===== config.mk =====
export PLATFORM = sky130hd
export DESIGN_NAME = msra_server
export DESIGN_NICKNAME = d
export VERILOG_FILES = /design/src/design/msra_pkg.sv /design/src/design/msra_server.sv /design/src/design/msra_check.sv
export VERILOG_INCLUDE_DIRS = /design/src /design/src/design
export SDC_FILE = /design/constraint.sdc
export NUM_CORES = 1
export LEC_CHECK = 0
export BUFFER_PORTS_ARGS = -buffer_cell sky130_fd_sc_hd__buf_4
export CAP_MARGIN = 20
export CELL_PAD_IN_SITES_DETAIL_PLACEMENT = 0
export CELL_PAD_IN_SITES_GLOBAL_PLACEMENT = 1
export CORE_ASPECT_RATIO = 0.75
export CORE_MARGIN = 4
export CORE_UTILIZATION = 54
export DETAILED_ROUTE_END_ITERATION = 8
export PLACE_DENSITY_LB_ADDON = 0.05
export SYNTH_ARGS = -nofsm -noshare
export SYNTH_HDL_FRONTEND = slang
export SYNTH_HIERARCHICAL = 1
export SYNTH_SLANG_ARGS = --single-unit

===== constraint.sdc =====
create_clock -name mclk -period 8.99 [get_ports mclk]
set_input_delay 0.4495 -clock mclk [delete_from_list [all_inputs] [get_ports mclk]]
set_output_delay 0.4495 -clock mclk [all_outputs]
set_load 0.03 [all_outputs]

===== src/design/msra_params.svh =====
// constants for the modbus server register access block
`ifndef MSRA_PARAMS_SVH
`define MSRA_PARAMS_SVH
`define MSRA_NREGS 16
`define MSRA_AW 4
`define MSRA_REG_RESET 16'h0000
`define MSRA_FMT_RESET 2'h0
`define MSRA_PORT_STD 16'h01F6
`define MSRA_PORT_OFF 16'h0000
`define MSRA_ONE16 16'h0001
`define MSRA_ZERO16 16'h0000
`define MSRA_EXC_NONE 8'h00
`define MSRA_EXC_FUNC 8'h01
`define MSRA_EXC_ADDR 8'h02
`define MSRA_EXC_VALUE 8'h03
`endif


===== src/design/msra_pkg.sv =====
// types for the modbus server register access block
package msra_pkg;
   typedef enum logic [1:0] {
      MSRA_FMT_U16 = 2'b00,
      MSRA_FMT_S16 = 2'b01,
      MSRA_FMT_F32 = 2'b10,
      MSRA_FMT_STR = 2'b11
   } msra_fmt_t;
   typedef enum logic [1:0] {
      MSRA_VIEW_HOLD = 2'b00,
      MSRA_VIEW_INPUT = 2'b01,
      MSRA_VIEW_COIL = 2'b10,
      MSRA_VIEW_DISC = 2'b11
   } msra_view_t;
endpackage : msra_pkg


===== src/design/msra_server.sv =====
// modbus server local register bank with holding, input, coil and discrete views
`include "msra_params.svh"
module msra_server
   import msra_pkg::*;
(
   input wire logic mclk,
   input wire logic reset_n,
   input wire logic [15:0] cfgPort,
   input wire logic restartReq,
   output logic serverOn,
   output logic [15:0] listenPort,
   input wire logic cfgWe,
   input wire logic [`MSRA_AW-1:0] cfgAddr,
   input wire logic [1:0] cfgFmt,
   input wire logic reqValid,
   output logic reqReady,
   input wire logic [1:0] reqView,
   input wire logic reqWrite,
   input wire logic [`MSRA_AW-1:0] reqAddr,
   input wire logic [`MSRA_AW:0] reqCount,
   input wire logic [15:0] reqData,
   input wire logic wrValid,
   output logic wrReady,
   output logic rspValid,
   output logic [15:0] rspData,
   output logic rspLast,
   output logic rspExc,
   output logic [7:0] rspExcCode
);
   // ------------------------------------------------------------
   // storage
   // ------------------------------------------------------------
   typedef enum logic [1:0] {
      MSRA_ST_IDLE = 2'b00,
      MSRA_ST_XFER = 2'b01,
      MSRA_ST_DONE = 2'b10
   } msra_state_t;

   logic [15:0] regQ [`MSRA_NREGS];
   logic [1:0] fmtQ [`MSRA_NREGS];
   msra_state_t stateQ, stateD;
   logic [`MSRA_AW-1:0] ptrQ;
   logic [`MSRA_AW:0] leftQ;
   logic [1:0] viewQ;
   logic writeQ;
   logic [15:0] portQ;
   logic onQ;
   logic [15:0] dataQ;
   logic validQ, lastQ, excQ;
   logic [7:0] excCodeQ;
   logic [`MSRA_NREGS-1:0] isStart, isWide;
   logic [7:0] excCode;
   logic wrFire;
   logic reqDataBit;
   logic [15:0] wrValue;

   // ------------------------------------------------------------
   // value layout from the format table
   // ------------------------------------------------------------
   genvar gi;
   generate
      for (gi = 0; gi < `MSRA_NREGS; gi++) begin : g_layout
         assign isWide[gi] = fmtQ[gi][1];
         // a register is a continuation if the one before is a float start, or if it and the one before are both strings
         if (gi == 0) begin : g_first
            assign isStart[gi] = 1'b1;
         end else begin : g_rest
            assign isStart[gi] = !(isStart[gi-1] && isWide[gi-1] &&
                                  fmtQ[gi-1] == MSRA_FMT_F32) &&
                                 !(isWide[gi] && fmtQ[gi] == MSRA_FMT_STR &&
                                   fmtQ[gi-1] == MSRA_FMT_STR);

         end
         always_ff @(posedge mclk) begin
            if (!reset_n) begin
               regQ[gi] <= `MSRA_REG_RESET;
               fmtQ[gi] <= `MSRA_FMT_RESET;
            end else begin
               if (cfgWe && cfgAddr == (`MSRA_AW)'(gi)) begin
                  fmtQ[gi] <= cfgFmt;
               end
               if (wrFire && ptrQ == (`MSRA_AW)'(gi)) begin
                  regQ[gi] <= wrValue;
               end
            end
         end
      end
   endgenerate

   msra_check u_check (
      .view(reqView),
      .isWrite(reqWrite),
      .addr(reqAddr),
      .count(reqCount),
      .isStart(isStart),
      .isWide(isWide),
      .excCode(excCode)
   );

   // ------------------------------------------------------------
   // request decode
   // ------------------------------------------------------------
   wire logic idle = (stateQ == MSRA_ST_IDLE);
   wire logic reqFire = reqValid && idle && onQ;
   wire logic reqBad = excCode != `MSRA_EXC_NONE;
   wire logic inXfer = (stateQ == MSRA_ST_XFER);
   assign wrFire = inXfer && writeQ && wrValid;
   wire logic rdStep = inXfer && !writeQ;
   wire logic stepOk = wrFire || rdStep;
   wire logic lastStep = (leftQ == (`MSRA_AW+1)'(1));
   // coil write stores one for any nonzero value, the client sends zero or one
   assign reqDataBit = reqData != `MSRA_ZERO16;
   assign wrValue = viewQ[1] ? (reqDataBit ? `MSRA_ONE16 : `MSRA_ZERO16) : reqData;
   wire logic [15:0] curWord = regQ[ptrQ];
   wire logic [15:0] rdWord = viewQ[1] ? ((curWord != `MSRA_ZERO16) ? `MSRA_ONE16 :
                                          `MSRA_ZERO16) : curWord;

   assign reqReady = idle && onQ;
   assign wrReady = inXfer && writeQ;

   always_comb begin
      stateD = stateQ;
      unique case (stateQ)
         MSRA_ST_IDLE: begin
            if (reqFire) begin
               stateD = reqBad ? MSRA_ST_DONE : MSRA_ST_XFER;
            end
         end
         MSRA_ST_XFER: begin
            if (stepOk && lastStep) begin
               stateD = MSRA_ST_DONE;
            end
         end
         MSRA_ST_DONE: begin
            stateD = MSRA_ST_IDLE;
         end
         default: begin
            stateD = MSRA_ST_IDLE;
         end
      endcase
   end

   always_ff @(posedge mclk) begin
      if (!reset_n) begin
         stateQ <= MSRA_ST_IDLE;
         ptrQ <= '0;
         leftQ <= '0;
         viewQ <= MSRA_VIEW_HOLD;
         writeQ <= 1'b0;
      end else begin
         stateQ <= stateD;
         if (reqFire) begin
            ptrQ <= reqAddr;
            leftQ <= reqCount;
            viewQ <= reqView;
            writeQ <= reqWrite;
         end else if (stepOk) begin
            ptrQ <= ptrQ + (`MSRA_AW)'(1);
            leftQ <= leftQ - (`MSRA_AW+1)'(1);
         end
      end
   end

   // ------------------------------------------------------------
   // response
   // ------------------------------------------------------------
   always_ff @(posedge mclk) begin
      if (!reset_n) begin
         validQ <= 1'b0;
         dataQ <= `MSRA_ZERO16;
         lastQ <= 1'b0;
         excQ <= 1'b0;
         excCodeQ <= `MSRA_EXC_NONE;
      end else begin
         validQ <= (reqFire && reqBad) || rdStep || (wrFire && lastStep);
         dataQ <= rdStep ? rdWord : `MSRA_ZERO16;
         lastQ <= (reqFire && reqBad) || (stepOk && lastStep);
         excQ <= reqFire && reqBad;
         excCodeQ <= (reqFire && reqBad) ? excCode : `MSRA_EXC_NONE;
      end
   end
   assign rspValid = validQ;
   assign rspData = dataQ;
   assign rspLast = lastQ;
   assign rspExc = excQ;
   assign rspExcCode = excCodeQ;

   // ------------------------------------------------------------
   // listening port, taken only at restart
   // ------------------------------------------------------------
   always_ff @(posedge mclk) begin
      if (!reset_n) begin
         portQ <= `MSRA_PORT_OFF;
         onQ <= 1'b0;
      end else if (restartReq) begin
         portQ <= cfgPort;
         onQ <= cfgPort != `MSRA_PORT_OFF;
      end
   end
   assign serverOn = onQ;
   assign listenPort = portQ;
endmodule : msra_server


===== src/design/msra_check.sv =====
// access legality check for one request against the format table
`include "msra_params.svh"
module msra_check
   import msra_pkg::*;
(
   input wire logic [1:0] view,
   input wire logic isWrite,
   input wire logic [`MSRA_AW-1:0] addr,
   input wire logic [`MSRA_AW:0] count,
   input wire logic [`MSRA_NREGS-1:0] isStart,
   input wire logic [`MSRA_NREGS-1:0] isWide,
   output logic [7:0] excCode
);
   // ------------------------------------------------------------
   // legality terms
   // ------------------------------------------------------------
   wire logic [`MSRA_AW+1:0] endAddr = {1'b0, addr} + {1'b0, count};
   wire logic outOfRange = (count == '0) || (endAddr > (`MSRA_AW+2)'(`MSRA_NREGS));
   // a multi-bit request must not sweep over a wide value anywhere in its span
   logic [`MSRA_NREGS-1:0] covered;
   genvar gi;
   generate
      for (gi = 0; gi < `MSRA_NREGS; gi++) begin : g_cover
         assign covered[gi] = ((`MSRA_AW+2)'(gi) >= {2'b00, addr}) &&
                              ((`MSRA_AW+2)'(gi) < endAddr);
      end
   endgenerate
   wire logic inputWrite = isWrite && (view == MSRA_VIEW_INPUT) || isWrite && (view == MSRA_VIEW_DISC);
   wire logic bitOnWide = (view[1] == 1'b1) && (|(covered & isWide));
   wire logic midValue = !isStart[addr];
   // the end must also land on a value boundary, otherwise a float is cut in half
   wire logic endIdx = (endAddr == (`MSRA_AW+2)'(`MSRA_NREGS));
   wire logic [`MSRA_AW-1:0] endLow = endAddr[`MSRA_AW-1:0];
   wire logic midEnd = !endIdx && !isStart[endLow] && (view[1] == 1'b0);
   assign excCode = inputWrite ? `MSRA_EXC_FUNC :
                    outOfRange ? `MSRA_EXC_ADDR :
                    (bitOnWide || midValue || midEnd) ? `MSRA_EXC_ADDR : `MSRA_EXC_NONE;
endmodule : msra_check


==> impl_results.md, run 1 <==
* Fin nets at 1401
* Sequential power share at 51.2%
* Antenna Cells at 0
* Residual DRC at 0
* Syn. warnings at 6
* Number of global-route vias before repair at 10100
* Ys async rst share at 0%
* Layout Cells excl Fill at 1748
* Placer Congestion at 0.858
* Max Cap Violations at 0
* Seq cells post-synth at 349
* Hold depth at 3
* FF-to-FF path depth at 19
* Combinational group share of total power at 9.8%
* Syn avg cell area at 12.6 um2
* Net Sw Frac at 23.2%
* Outcome: finished clean
* Final TNS setup at 0 ns
* Clock power frac at 38.9%
* Gr ovfl total at 0
* Fin. Hold Viols at 0
* Tot GR Track Use at 25.2%
* Wirelength per Cell at 23.1 um
* Worst-Margin Slew at 0.968 ns
* Vert. Die Dim at 157 um
* Post-Syn Instances at 1273
* Initial antenna violation count at 0
* TritonRoute pass-1 iters at 5
* CTS tree: built
* Setup ws final at 4.31 ns
* CTS max path bufs at 3
* Worst slack at placement at 4.39 ns
* Die ar. at 32500 um2
* Via count at 10400
* Netlist Area Pre-Place at 16000 um2
* Placeable core region at 29100 um2
* Startpoint type of the worst setup path: flip-flop
* Final Skew at 0.0182 ns
* Slew headroom at 35.5%
* Dpl hpwl at 26900 um
* Highest Signal Layer: met4
* Io pins at 102
* Area grow syn2layout at 12.6%
* Antenna-violating nets left at 0
* Max Slew Vio Count at 0
* Worst Setup End Kind: flip-flop
* Row count at 54
* Overall power at 3.59 mW
* Clock-pin transition on the worst setup and hold timing paths at 0.06 ns
* Chip width at 207 um
* PD cells at 200 nW/um2
* Largest net degree at the start of global routing at 62
* First-pass GRT wire length at 61500 um
* Sw power at 834 uW
* Met2 Wirelength at 16700 um
* Post-CTS Setup Inserts at 0
* Post-DR vias/cell at 5.97
* Post-CTS resize count at 0
* Worst vdd ir at 146 uV
* Starting Density at 54.9%
* Count of final setup violators at 0
* Number of CTS-inserted buffers at 35
* Internal Dissipation at 2.76 mW
* CP required at 9.40 ns
* Cells after DPL at 1689
* Hold Path Class: in -> reg
* Initial DRC Count at 1154
* Post-synthesis adder-cell area fraction at 0.908%
* Cts-stage hold buffer count at 0
* Post-Synth Simple-Gate Area at 14.5%
* I/O Buffers at 101
* Min Tclk post-route at 4.68 ns
* Crit share post-route at 52.0%
* H-tree depth at 2
* Final Core Density at 61.9%
* Leak at 6.71 nW
* Crit path kind: reg -> reg
* Share of post-route cells with drive strength above 1 at 19.6%
* Post-Route WL at 40400 um
* Xor and xnor area share after synthesis at 0.696%
* Routed length on met3 at 4370 um
* Fmax at 214 MHz
* Arrival @ worst endpoint at 5.09 ns
* Largest family of logic cells by synthesized area: simple AND/OR/NAND/NOR gates
* Multiplexer share of the synthesized area at 11.6%
* Post-synthesis compound-gate area fraction at 6.83%
* Clk_lat worst skew at 0.52 ns
* Sequential area share after synthesis at 61.7%
* RSZ-0062 raised after global routing: no
* Distinct cells, synth at 74
* Clk sinks at 349
* Crit path max fanout at 4
* EDFF count, synth at 288
* Met1 WL at 18800 um
* Main synth FF type: edfxtp_1
* CTS root buf: clkbuf_16
-- metrics by stage --
stage	area, um2	hold slack, ns
floorplan	16000	0.434
global placement	16900	0.466
detailed placement	16900	0.469
CTS	18000	0.145
global route	18000	0.168
finish	18000	0.168
-- power groups by stage --
stage	Combinational [mW]	Clock [mW]	Sequential, mW
floorplan	0.238	0	1.87
global placement	0.348	0	1.87
detailed placement	0.351	0	1.87
CTS	0.352	1.42	1.84
global route	0.379	1.50	1.85
finish	0.353	1.40	1.84
-- sequential cells by signal, summed over array words and instances (netlist names), 2 cells and up, named ones only --
register    cells
ptrQ            4
listenPort     16
leftQ           5
rspData        16
stateQ          2
fmtQ           32
regQ          256
rspExcCode      8
-- final cells by class --
cell class	count	area [um2]
Multi-Input combinational cell	805	5560
Clock buffer	54	1030
Sequential cell	349	9870
Inverter	20	75.1
Tap cell	392	490
Timing Repair Buffer	123	927
Clock inverter	5	47.5
Fill cell	2284	11100
-- layout by cell type (no fill, tap or decap), drive strengths merged, types with 3 or more instances in the layout --
| master | netlist | layout |
|---|---|---|
| nand4 | 10 | 10 |
| clkinv | 0 | 4 |
| xnor2 | 5 | 5 |
| inv | 20 | 20 |
| mux4 | 74 | 74 |
| nor3 | 5 | 5 |
| nor3b | 3 | 3 |
| o211ai | 3 | 3 |
| nand2b | 28 | 28 |
| a31oi | 3 | 3 |
| a21oi | 22 | 22 |
| o21a | 5 | 5 |
| o311ai | 3 | 3 |
| xor2 | 6 | 6 |
| mux2i | 19 | 19 |
| nor4b | 3 | 3 |
| nor2 | 352 | 352 |
| edfxtp | 288 | 288 |
| a22o | 15 | 15 |
| nor2b | 10 | 10 |
| and2 | 8 | 8 |
| or2 | 5 | 5 |
| a221oi | 13 | 13 |
| nand3b | 4 | 4 |
| nand3 | 12 | 12 |
| nand2 | 62 | 62 |
| conb | 2 | 8 |
| buf | 37 | 123 |
| ha | 10 | 10 |
| nor4 | 8 | 8 |
| dfxtp | 61 | 61 |
| a41oi | 3 | 3 |
| clkbuf | 68 | 54 |
| and3 | 14 | 14 |
| or4 | 3 | 3 |
| o21ai | 46 | 46 |
| a211oi | 11 | 11 |
-- routing by layer --
layer | vias to the layer above | track usage (%)
li1 | 4740 | -
met1 | 5138 | 41.8
met2 | 512 | 34.7
met3 | 39 | 5.13
met4 | 0 | 4.37
met5 | - | 0
-- worst paths after layout --
kind,from,to,slack [ns]
hold reg to reg,stateQ[1]$_SDFFE_PN0P_,rspLast$_SDFF_PN0_,0.48
setup reg to reg,fmtQ[0][0]$_SDFFCE_PN0P_,rspValid$_SDFF_PN0_,4.31
hold / removal,cfgPort[12],serverOn$_SDFFE_PN0P_,0.17
setup / recovery,fmtQ[0][0]$_SDFFCE_PN0P_,rspValid$_SDFF_PN0_,4.31
-- worst max-delay path, stage by stage (launching register included) --
cell       delay [ns]
edfxtp_1         0.37
nand2b_1         0.16
a311oi_1         0.50
o311ai_1         0.17
a311oi_1         0.45
o311ai_1         0.18
a21oi_1          0.33
a2bb2oi_1        0.26
mux4_2           0.27
mux2i_1          0.07
a21oi_1          0.22
nand2_1          0.08
a31oi_1          0.17
a21oi_1          0.12
or4_1            0.55
nor2_1           0.18
nor2_1           0.06
nor2_1           0.13
a2111oi_0        0.09
a31o_1           0.22
-- cell families after synthesis --
family          count (synthesis)
simple gates                  534
flops                         349
compound gates                148
buf+inv                       125
mux                            93
fa+ha+maj                      11
xor+xnor                       11
other cells                     2
-- Yosys cell counts, types with 4 or more instances --
cell type	n	area (um2)
a211oi_1	11	82.6
a21oi_1	21	105
a221oi_2	12	180
a22o_1	15	131
and2_1	8	50.1
and3_1	14	87.6
buf_1	15	56.3
buf_2	8	40.0
buf_4	8	60.1
buf_6	4	45.0
clkbuf_1	67	251
dfxtp_1	61	1220
edfxtp_1	288	8650
ha_1	10	125
inv_1	19	71.3
mux2i_1	19	190
mux4_2	73	1640
nand2_1	62	233
nand2b_1	28	175
nand3_1	12	60.1
nand3b_1	4	30.0
nand4_1	10	62.6
nor2_1	352	1320
nor2b_1	10	62.6
nor3_1	4	20.0
nor4_1	8	50.1
o21a_1	5	37.5
o21ai_0	22	110
o21ai_1	24	120
xnor2_1	5	43.8
xor2_1	4	35.0
(Power assumes the default switching activity.)
==> run 2, diff against run 1 <==
CORE_UTILIZATION = 45   (was 54)
clock period = 3.85 ns   (was 8.99 ns; I/O delays follow)
==> run 2 against run 1 <==
  * The flow now finishes with violations (negative setup slack)
  * Global-route usage shrank 2.7 points
  * Final cell count rose by 7.2%
  * Design area rose by 4.0%
  * Fmax grew 15%
  * Utilization decreased by 8.1 points
  * Critical path type unchanged
  * Largest cell class unchanged
==> impl_results.md, run 2 (same netlist as run 1, synthesis figures left out) <==
* First-pass GRT wire length at 65500 um
* Number of CTS-inserted buffers at 37
* Startpoint type of the worst setup path: flip-flop
* Crit path max fanout at 4
* GR Util met1 at 35.9%
* CTS root buf: clkbuf_16
* Placeable core region at 34800 um2
* Most frequent cells in the layout: nor2_1, edfxtp_1, buf_4
* Final TNS setup at -0.450 ns
* Crit share post-route at 105%
* RSZ-0062 raised after global routing: yes
* Overall power at 8.46 mW
* Slew headroom at 40.3%
* Clk_lat worst skew at 0.53 ns
* Post-DR vias/cell at 5.69
* FF-to-FF path depth at 19
* Antenna Cells at 0
* Hold depth at 3
* Worst setup path start: fmtQ[0][0]$_SDFFCE_PN0P_
* Fill cell count at 2970
* R2R Setup Slk at -0.21 ns
* Clk sinks at 349
* Placer Congestion at 0.871
* Leak at 6.98 nW
* FF-to-FF End: rspValid$_SDFF_PN0_
* CTS tree: built
* Min Tclk post-route at 4.06 ns
* Clock-pin transition on the worst setup and hold timing paths at 0.06 ns
* Initial antenna violation count at 0
* Worst vdd ir at 408 uV
* Initial DRC Count at 1030
* Row count at 59
* Worst Setup End Kind: flip-flop
* Starting Density at 45.9%
* Cells after DPL at 1781
* Final Core Density at 53.7%
* Biggest register: regQ
* Vert. Die Dim at 171 um
* Most common cell after layout, fill and taps aside: nor2_1
* Outcome: finished with violations
* PD cells at 452 nW/um2
* Largest registers: regQ: 256 flops, fmtQ: 32 flops
* GR Util met3 at 5.07%
* Area grow syn2layout at 17.1%
* Post-Route WL at 43300 um
* Chip width at 226 um
* Failing checks: negative setup slack
* RR Startpoint: fmtQ[0][0]$_SDFFCE_PN0P_
* Largest net degree at the start of global routing at 52
* TritonRoute pass-1 iters at 5
* Hold Path Class: in -> reg
* Met2 GRT Util at 32.2%
* Global routing's busiest layer: met1
* Max FFs per register at 256
* Arrival @ worst endpoint at 4.47 ns
* Fin. Hold Viols at 0
* Worst-Margin Slew at 0.896 ns
* Worst Hold End: leftQ[4]$_SDFFE_PN0N_
* Placed cell areas at 17200 um2
* Count of final setup violators at 4
* H-tree depth at 2
* Max Slew Vio Count at 0
* Gr ovfl total at 0
* Layout Cells excl Fill at 1874
* Number of global-route vias before repair at 10500
* Crit path kind: reg -> reg
* Final instance area at 18700 um2
* Share of post-route cells with drive strength above 1 at 22.1%
* Setup ws final at -0.211 ns
* Via count at 10700
* Residual DRC at 0
* I/O Buffers at 101
* Die ar. at 38600 um2
* Min Hold Slack at 0.0476 ns
* Dpl hpwl at 29100 um
* Wirelength per Cell at 23.1 um
* Tot GR Track Use at 22.5%
* CTS max path bufs at 3
* Final Skew at 0.0239 ns
* CP required at 4.25 ns
* Fin nets at 1459
* Hold path start: reqCount[4]
* Fmax at 246 MHz
* Worst slack at placement at -0.673 ns
* Max Cap Violations at 0
* Antenna-violating nets left at 0
* Io pins at 102
==> run 2: cell count changes in the layout (fill, tap and decap cells not counted), sizes merged <==
| cell | before | now |
|---|---|---|
| buf | 123 | 156 |
| dlygate4sd3 | 0 | 23 |
| inv | 20 | 23 |
| clkbuf | 54 | 51 |
| clkinv | 4 | 10 |
| bufinv | 1 | 0 |
==> run 2: what timing repair did <==
| item | in CTS | in global routing |
|---|---|---|
| endpoints found under the setup margin | 5 | 5 |
| hold endpoints to repair | 23 | 0 |
| buffers inserted | 3 | 3 |
| resized for setup | 16 | 7 |
| gates cloned | 0 | 0 |
| pin swaps | 15 | 11 |
| hold buffers | 23 | 0 |
==> run 2: worst max-delay path by stage <==
stage                                     end  slack [ns]  depth (start not counted)
final                     rspValid$_SDFF_PN0_       -0.21                         19
after global routing      rspValid$_SDFF_PN0_       -0.41                         19
after CTS                 rspValid$_SDFF_PN0_       -0.29                         19
after detailed placement  rspValid$_SDFF_PN0_       -0.67                         19
after global placement    rspValid$_SDFF_PN0_       -0.54                         19
after floorplan           rspValid$_SDFF_PN0_       0.006                         18
==> run 2: area by class of cell <==
class                   instances  area (um2)  area share [%]
clock inverters                13        63.8           0.341
flip-flops and latches        349        9870            52.7
clock buffers                  51        1010            5.39
well taps                     457         572            3.05
repair buffers                179        1430            7.62
inverters                      20        75.1           0.401
multi-input cells             805        5710            30.5
==> run 2: routing by layer <==
metal	share of wire, %	wire (um)
met1	49	21100
met5	0	0
met4	1.0	442
met3	8.2	3550
met2	42	18200
==> run 2: critical path: stages (launching register included) <==
cell       delay (ns)
edfxtp_1         0.38
nand2b_4         0.16
a311oi_4         0.29
o311ai_2         0.13
a311oi_1         0.29
buf_4            0.18
o311ai_4         0.11
a21oi_4          0.27
a2bb2oi_2        0.18
mux4_2           0.26
nand2_1          0.06
a311o_1          0.34
o41ai_2          0.07
a21oi_2          0.14
or4_4            0.45
nor2_4           0.13
nor2_2           0.04
nor2_2           0.17
a2111oi_2        0.06
a31o_1           0.22
==> run 2: where the power goes <==
part / switching [mW] / total (mW) / internal (mW)
combinational: 0.545 / 0.921 / 0.375
clock: 1.42 / 3.25 / 1.83
sequential: 0.0803 / 4.29 / 4.21
total: 2.05 / 8.46 / 6.41
